[config.mk]
export PLATFORM = sky130hd
export DESIGN_NAME = dssc_switch_control
export DESIGN_NICKNAME = d
export VERILOG_FILES = /design/src/dssc_sync.sv /design/src/dssc_switch_control.sv
export SDC_FILE = /design/constraint.sdc
export NUM_CORES = 1
export LEC_CHECK = 0
export ABC_AREA = 0
export BUFFER_PORTS_ARGS = -buffer_cell sky130_fd_sc_hd__buf_4
export CAP_MARGIN = 5
export CORE_ASPECT_RATIO = 0.9
export CORE_UTILIZATION = 50
export CTS_CLUSTER_SIZE = 16
export DETAILED_ROUTE_END_ITERATION = 16
export PLACE_DENSITY_LB_ADDON = 0.3
export SYNTH_ARGS = -nofsm -noshare
export SYNTH_HDL_FRONTEND = slang
export SYNTH_HIERARCHICAL = 1
export SYNTH_SLANG_ARGS = --single-unit
[constraint.sdc]
create_clock -name clock -period 2.38 [get_ports clock]
set_input_delay 0.119 -clock clock [delete_from_list [all_inputs] [get_ports clock]]
set_output_delay 0.119 -clock clock [all_outputs]
set_load 0.01 [all_outputs]
[src/dssc_sync.sv]
`timescale 1ns/1ns
`default_nettype none

package dssc_pkg;
  localparam int CLK_FREQ_HZ         = 20_000_000;
  localparam int CYC_PER_US          = CLK_FREQ_HZ / 1_000_000;
  // Times in microseconds
  localparam int HOLD_ON_TIME_US     = 300_000;
  localparam int SLEEP_HOLD_TIME_US  = 1_800_000;
  localparam int EDGE_ON_DELAY_US    = 800;
  localparam int EDGE_OFF_DELAY_US   = 1_800_000;
  localparam int OUTPUT_RAMP_TIME_US = 1_000;
  // Whole microseconds give exact cycle counts at this rate
  localparam int HOLD_ON_CYCLES      = HOLD_ON_TIME_US * CYC_PER_US;
  localparam int SLEEP_HOLD_CYCLES   = SLEEP_HOLD_TIME_US * CYC_PER_US;
  localparam int EDGE_ON_CYCLES      = EDGE_ON_DELAY_US * CYC_PER_US;
  localparam int EDGE_OFF_CYCLES     = EDGE_OFF_DELAY_US * CYC_PER_US;
  localparam int RAMP_CYCLES         = OUTPUT_RAMP_TIME_US * CYC_PER_US;
  localparam int CNT_W               = 26;
  localparam int RAMP_W              = 8;
  localparam logic [7:0] RAMP_FULL   = 8'hff;
  localparam logic [7:0] RAMP_ZERO   = 8'h00;
  localparam logic HOLD_IDLE         = 1'b1;
  localparam logic EDGE_IDLE         = 1'b0;

  typedef enum logic [2:0] {
    DSSC_OFF,
    DSSC_WAKE_DELAY,
    DSSC_RAMP,
    DSSC_ON,
    DSSC_SLEEP_DELAY
  } dssc_state_t;
endpackage : dssc_pkg

module dssc_sync #(
  parameter logic RESET_VAL = 1'b0
) (
  input  wire logic clock,
  input  wire logic reset_n,
  input  wire logic clock_enable,
  input  wire logic async_in,
  output logic      sync_out
);
  logic meta_reg;

  // Only the second stage reads the first
  always_ff @(posedge clock or negedge reset_n) begin
    if (!reset_n) begin
      meta_reg <= RESET_VAL;
      sync_out <= RESET_VAL;
    end else if (clock_enable) begin
      meta_reg <= async_in;
      sync_out <= meta_reg;
    end
  end
endmodule : dssc_sync

`default_nettype wire

[src/dssc_switch_control.sv]
// Overview of operation
// - With the switch off, holding hold_button_n low for 0.3 s turns the switch on.
// - With the switch on, holding hold_button_n low for 1.8 s turns it off into deep sleep.
// - With the button released, a rising edge on wake_trigger turns the switch on after 0.8 ms.
// - With the button released and wake_trigger low, a rising sleep_trigger edge turns it off after 1.8 s.
// - After power is applied the switch starts off with the output grounded and inputs at idle.
// - The output discharge path is enabled exactly while the main switch is off.
// - After the turn-on delay the output rises through a controlled ramp of about 1 ms.
// - Undriven wake_trigger and sleep_trigger read as low and never make an edge.
// - Concurrent inputs are served by priority: button first, then wake, then sleep, except that a wake edge in the sleep delay beats a held button.
// - Releasing the button before the 1.8 s sleep hold keeps the switch on.
// - A button release during the sleep delay cancels turn-off; a later sleep edge restarts it.
`timescale 1ns/1ns
`default_nettype none

module dssc_switch_control #(
  parameter int HOLD_ON_CYCLES    = dssc_pkg::HOLD_ON_CYCLES,
  parameter int SLEEP_HOLD_CYCLES = dssc_pkg::SLEEP_HOLD_CYCLES,
  parameter int EDGE_ON_CYCLES    = dssc_pkg::EDGE_ON_CYCLES,
  parameter int EDGE_OFF_CYCLES   = dssc_pkg::EDGE_OFF_CYCLES,
  parameter int RAMP_CYCLES       = dssc_pkg::RAMP_CYCLES
) (
  input  wire logic                        clock,
  input  wire logic                        reset_n,
  input  wire logic                        clock_enable,
  input  wire logic                        hold_button_n,
  input  wire logic                        wake_trigger,
  input  wire logic                        sleep_trigger,
  output logic                             switch_enable,
  output logic                             discharge_enable,
  output logic [dssc_pkg::RAMP_W-1:0]      ramp_level
);
  localparam int W = dssc_pkg::CNT_W;
  localparam int RAMP_STEP_CYCLES = RAMP_CYCLES / 255;

  // Refused at elaboration: a count the 26-bit counters cannot hold, or a ramp too short to step
  if (HOLD_ON_CYCLES < 1 || SLEEP_HOLD_CYCLES < 1 || EDGE_ON_CYCLES < 1 || EDGE_OFF_CYCLES < 1 ||
      RAMP_STEP_CYCLES < 1 || SLEEP_HOLD_CYCLES >= (1 << W) || HOLD_ON_CYCLES >= (1 << W) ||
      EDGE_ON_CYCLES >= (1 << W) || EDGE_OFF_CYCLES >= (1 << W) || RAMP_CYCLES >= (1 << W)) begin : g_bad_counts
    $error("dssc_switch_control: cycle counts out of range");
  end

  localparam logic [W-1:0] HOLD_ON_LAST  = W'(HOLD_ON_CYCLES - 1);
  localparam logic [W-1:0] SLEEP_LAST    = W'(SLEEP_HOLD_CYCLES - 1);
  localparam logic [W-1:0] EDGE_ON_LAST  = W'(EDGE_ON_CYCLES - 1);
  localparam logic [W-1:0] EDGE_OFF_LAST = W'(EDGE_OFF_CYCLES - 1);
  localparam logic [W-1:0] STEP_LAST     = W'(RAMP_STEP_CYCLES - 1);
  localparam logic [W-1:0] CNT_ONE       = W'(1);
  localparam logic [W-1:0] CNT_MAX       = {W{1'b1}};

  logic                  hold_s;
  logic                  wake_s;
  logic                  sleep_s;
  logic                  hold_prev_reg;
  logic                  wake_prev_reg;
  logic                  sleep_prev_reg;
  logic                  hold_low;
  logic                  hold_rise;
  logic                  wake_rise;
  logic                  sleep_rise;
  dssc_pkg::dssc_state_t state_reg;
  dssc_pkg::dssc_state_t state_next;
  logic [W-1:0]          hold_cnt_reg;
  logic [W-1:0]          timer_reg;
  logic                  ramp_step;

  // Pins cross in from outside the clock domain; idle values avoid a false edge at reset
  dssc_sync #(.RESET_VAL(dssc_pkg::HOLD_IDLE)) u_sync_hold (
    .clock        (clock),
    .reset_n      (reset_n),
    .clock_enable (clock_enable),
    .async_in     (hold_button_n),
    .sync_out     (hold_s)
  );
  dssc_sync #(.RESET_VAL(dssc_pkg::EDGE_IDLE)) u_sync_wake (
    .clock        (clock),
    .reset_n      (reset_n),
    .clock_enable (clock_enable),
    .async_in     (wake_trigger),
    .sync_out     (wake_s)
  );
  dssc_sync #(.RESET_VAL(dssc_pkg::EDGE_IDLE)) u_sync_sleep (
    .clock        (clock),
    .reset_n      (reset_n),
    .clock_enable (clock_enable),
    .async_in     (sleep_trigger),
    .sync_out     (sleep_s)
  );

  always_ff @(posedge clock or negedge reset_n) begin
    if (!reset_n) begin
      hold_prev_reg  <= dssc_pkg::HOLD_IDLE;
      wake_prev_reg  <= dssc_pkg::EDGE_IDLE;
      sleep_prev_reg <= dssc_pkg::EDGE_IDLE;
    end else if (clock_enable) begin
      hold_prev_reg  <= hold_s;
      wake_prev_reg  <= wake_s;
      sleep_prev_reg <= sleep_s;
    end
  end

  // Wake and sleep trigger only on edges; a held sleep level does nothing further, a held wake level blocks sleep edges; the button counts while low
  assign hold_low   = !hold_s;
  assign hold_rise  = hold_s && !hold_prev_reg;
  assign wake_rise  = wake_s && !wake_prev_reg;
  assign sleep_rise = sleep_s && !sleep_prev_reg;
  assign ramp_step  = (timer_reg == STEP_LAST);

  always_comb begin
    state_next = state_reg;
    case (state_reg)
      dssc_pkg::DSSC_OFF: begin
        if (hold_low) begin
          if (hold_cnt_reg == HOLD_ON_LAST) state_next = dssc_pkg::DSSC_RAMP;
        end else if (wake_rise) begin
          state_next = dssc_pkg::DSSC_WAKE_DELAY;
        end
      end
      dssc_pkg::DSSC_WAKE_DELAY: begin
        // A pressed button outranks the pending wake; its own hold takes over
        if (hold_low) state_next = dssc_pkg::DSSC_OFF;
        else if (timer_reg == EDGE_ON_LAST) state_next = dssc_pkg::DSSC_RAMP;
      end
      dssc_pkg::DSSC_RAMP: begin
        if (ramp_level == dssc_pkg::RAMP_FULL && ramp_step) state_next = dssc_pkg::DSSC_ON;
      end
      dssc_pkg::DSSC_ON: begin
        if (hold_low) begin
          if (hold_cnt_reg == SLEEP_LAST) state_next = dssc_pkg::DSSC_OFF;
        end else if (sleep_rise && !wake_s) begin
          state_next = dssc_pkg::DSSC_SLEEP_DELAY;
        end
      end
      dssc_pkg::DSSC_SLEEP_DELAY: begin
        if (hold_rise || wake_rise) state_next = dssc_pkg::DSSC_ON;
        else if (hold_low) begin
          if (hold_cnt_reg == SLEEP_LAST) state_next = dssc_pkg::DSSC_OFF;
        end else if (timer_reg == EDGE_OFF_LAST) state_next = dssc_pkg::DSSC_OFF;
      end
      default: state_next = dssc_pkg::DSSC_OFF;
    endcase
  end

  always_ff @(posedge clock or negedge reset_n) begin
    if (!reset_n) state_reg <= dssc_pkg::DSSC_OFF;
    else if (clock_enable) state_reg <= state_next;
  end

  // Restarts on every state change, so a hold that switched on counts again from zero in DSSC_ON and can go on to sleep
  always_ff @(posedge clock or negedge reset_n) begin
    if (!reset_n) hold_cnt_reg <= '0;
    else if (clock_enable) begin
      if (!hold_low || state_next != state_reg) hold_cnt_reg <= '0;
      else if (hold_cnt_reg != CNT_MAX) hold_cnt_reg <= hold_cnt_reg + CNT_ONE;
    end
  end

  // Shared delay timer; in the ramp it paces the level steps
  always_ff @(posedge clock or negedge reset_n) begin
    if (!reset_n) timer_reg <= '0;
    else if (clock_enable) begin
      if (state_next != state_reg) timer_reg <= '0;
      else if (state_reg == dssc_pkg::DSSC_RAMP && ramp_step) timer_reg <= '0;
      else if (state_reg == dssc_pkg::DSSC_WAKE_DELAY || state_reg == dssc_pkg::DSSC_RAMP ||
               (state_reg == dssc_pkg::DSSC_SLEEP_DELAY && !hold_low)) timer_reg <= timer_reg + CNT_ONE;
    end
  end

  always_ff @(posedge clock or negedge reset_n) begin
    if (!reset_n) ramp_level <= dssc_pkg::RAMP_ZERO;
    else if (clock_enable) begin
      // Every turn-on starts the slew from zero, or a fresh ramp would jump straight to full
      if (state_next == dssc_pkg::DSSC_OFF || state_next == dssc_pkg::DSSC_WAKE_DELAY ||
          (state_next == dssc_pkg::DSSC_RAMP && state_reg != dssc_pkg::DSSC_RAMP))
        ramp_level <= dssc_pkg::RAMP_ZERO;
      else if (state_reg == dssc_pkg::DSSC_RAMP) begin
        if (ramp_step && ramp_level != dssc_pkg::RAMP_FULL) ramp_level <= ramp_level + 8'h01;
      end else ramp_level <= dssc_pkg::RAMP_FULL;
    end
  end

  always_ff @(posedge clock or negedge reset_n) begin
    if (!reset_n) begin
      switch_enable    <= 1'b0;
      discharge_enable <= 1'b1;
    end else if (clock_enable) begin
      switch_enable    <= !(state_next == dssc_pkg::DSSC_OFF || state_next == dssc_pkg::DSSC_WAKE_DELAY);
      discharge_enable <= state_next == dssc_pkg::DSSC_OFF || state_next == dssc_pkg::DSSC_WAKE_DELAY;
    end
  end
endmodule : dssc_switch_control

`default_nettype wire

==> flow_summary.toml <==
[run_status]
status = "finished, violations left"
failed_checks = "negative setup slack"

[critical_path]
critPathArrivalTime_ns = 3.05
cp_data_required_time_ns = 2.64
crit_start = "timer_reg[21]"
start_kind = "flop"
cp-end-kind = "flop"
critPathMaxFanout = 15
path_class = "reg2reg"
r2r_start = "timer_reg[21]"

[job]
maxCapViolCount = 0

[cts]
h-tree-depth = 3
clk_pin_slew_worst_paths_ns = 0.09
cts_buffers = 9
cts_tree = "yes"
clk_root_buffer_cell = "clkbuf_8"
cts_buffer_depth = 2
insertion_delay_ns = 0.37
cts_sinks = 74

[layout]
fin_area_um2 = 6609
drive_gt1_share_pct = 40.30
nets = 675
stdcell_count = 789
fillCellCount = 527
mostFrequentLayoutCells = "buf_4, dfrtp_1, nand2_1, nand3_1"
antennaDiodeCount = 0
synthToLayoutAreaGrowth_pct = 46.89
final_common_cell = "buf_4"

[sta]
achievable-frequency_ghz = 0.3582
fin_crit_ns = 2.792
max_slew.worst_pin.slew_ns = 0.9415
setup_viol = 60
rsz0062_at_grt = "yes"
period_share_pct = 117.3
finalHoldViolCount = 0
timing.final.ws_setup_ns = -0.4119
drv_slew = 0
fin_setup_tns_ns = -17.24
holdWs_ns = 0.4305
relSlewSlack_pct = 37.23
clock_skew_ns = 0.008513

[die]
die_x_um = 102.0
row_count = 32
die_h_um = 92.00
die-area_um2 = 9383
initial_core_util_pct = 52.03
coreArea_um2 = 8648
ios = 16

[route]
num_vias = 5130
route.detailed.drc = 0
routed_wl_mm = 15.53
detail-route-antenna-nets = 0
drtIter0Drc = 641
drt_pass1_iterations = 5
viasPerCell = 6.502
wl_per_cell_um = 19.68

[synthesis]
ys_ff_latch = 74
ys_async_sr_fraction_pct = 100.0
yosysTopAreaCell = "dfrtp_1"
synth.area.top_cells = "dfrtp_1, nand3_1, a21oi_1"
ys.flop_type = "dfrtp_1"
avgSynthCellArea_um2 = 8.720
synth_edf_count = 0
syn_inst = 516
synth_cell_types = 63
yosys_warnings = 6
yosysSeqAreaShare_pct = 41.27
synth.top_cell.area_share_pct = 38.93
synthesis.area_um2 = 4499
syn_nets = 526

[power_and_ir_drop]
power_mw = 4.813
peakVddDrop_uv = 822.8
p_leak_nw = 2.878
p_per_area_nw_per_um2 = 728.2

[global_route]
grt_pass1_vias = 4569
grt_max_degree = 75
grt_overflow_total = 0
grt_pass1_wl_mm = 22.02
antenna_found_initial = 0
grt_usage_pct = 30.40

[placed_design]
dp.cells = 751
port_buffers = 15
gp_congestion = 0.9232
post_dp_cell_area_um2 = 5698
hpwl_mm = 9.025

[min_path]
hp-class = "in2async"
-- Yosys cell counts, drive strengths merged, types with 3 or more instances --
cell type	n
o311ai	10
nor2b	7
o22ai	8
or4b	3
clkbuf	17
nor2	25
o31ai	4
nor3b	4
a22o	9
nand2b	10
a21oi	34
or4	4
a21boi	3
a31oi	16
and4	6
nor3	10
and2	6
nand3	39
and3	15
mux2	8
o211ai	3
o21a	3
nand2	46
nand4	22
dfrtp	70
nand3b	8
nor4	15
ha	4
or3	4
buf	9
dfstp	4
a21o	5
a41oi	3
o2bb2ai	3
o21ai	34
inv	21
-- kinds of logic (layout without fill, tap and decap cells) --
family                     after synthesis  in the layout  share of synthesized area (%)
AOI/OAI and AO/OA                      149            150                          22.14
adders and majority gates                4              4                          1.112
buffers and inverters                   47            199                          4.449
DFF                                     74             74                          41.27
muxes                                    9              9                          2.225
and+or+nand+nor                        231            232                          28.42
xor gates and xnor gates                 2              2                         0.3894
-- routing by layer --
| metal | global-route usage [%] | vias up | wire (um) |
|---|---|---|---|
| li1 | - | 2272 | - |
| met1 | 42.23 | 2445 | 6091 |
| met2 | 47.32 | 335 | 7403 |
| met3 | 4.878 | 78 | 1378 |
| met4 | 12.02 | 0 | 653 |
| met5 | 0 | - | 0 |
-- area by class of cell --
class / instances / area, um2 / area share [%]
repair buffers: 162 / 1371 / 20.75
clock inverters: 6 / 66.31 / 1.003
inverters: 21 / 78.83 / 1.193
flip-flops and latches: 74 / 1857 / 28.10
clock buffers: 10 / 127.6 / 1.931
well taps: 119 / 148.9 / 2.253
multi-input cells: 397 / 2959 / 44.77
-- through the flow --
| step | setup WS (ns) | util, % |
|---|---|---|
| 2_1_floorplan | -0.2170 | - |
| 3_5_place_dp | -0.6398 | 65.89 |
| 5_1_grt | -0.4800 | 76.42 |
| 3_3_place_gp | -0.4755 | 65.89 |
| 6_report | -0.4119 | 76.42 |
| 4_1_cts | -0.3006 | 71.63 |
-- path summary, 6_finish.rpt --
check	endpoint	slack [ns]	cells past startpoint
setup / recovery	hold_cnt_reg[19]	-0.41	9
hold / removal	timer_reg[19]	0.43	2
setup reg to reg	hold_cnt_reg[19]	-0.41	9
hold reg to reg	discharge_enable	0.46	2
max in group asynchronous	hold_cnt_reg[19]	1.33	2
min in group clock	hold_prev_reg	0.44	4
-- repair_timing --
| item | in CTS | in global routing |
|---|---|---|
| setup endpoints to repair | 61 | 64 |
| resized for setup | 36 | 86 |
| cloned | 3 | 2 |
| endpoints found under the hold margin | 73 | 0 |
| hold buffers | 4 | 0 |
| buffers inserted | 8 | 7 |
| pin swaps | 11 | 34 |
-- critical path, cell delays in order (launching register included) --
cell	delay, ns
dfrtp_1	0.40
or4_4	0.57
or4_4	0.56
o21ai_4	0.18
o311a_4	0.26
buf_6	0.12
or4_4	0.12
buf_12	0.14
o21ai_1	0.08
a22o_1	0.25
-- where the power goes --
| part | internal [mW] | switching (mW) | leakage (nW) |
|---|---|---|---|
| combinational | 1.05 | 1.09 | 1.84 |
| sequential | 1.49 | 0.177 | 0.946 |
| clock | 0.486 | 0.522 | 0.0889 |
No activity file was read; power rests on OpenSTA's default activity.
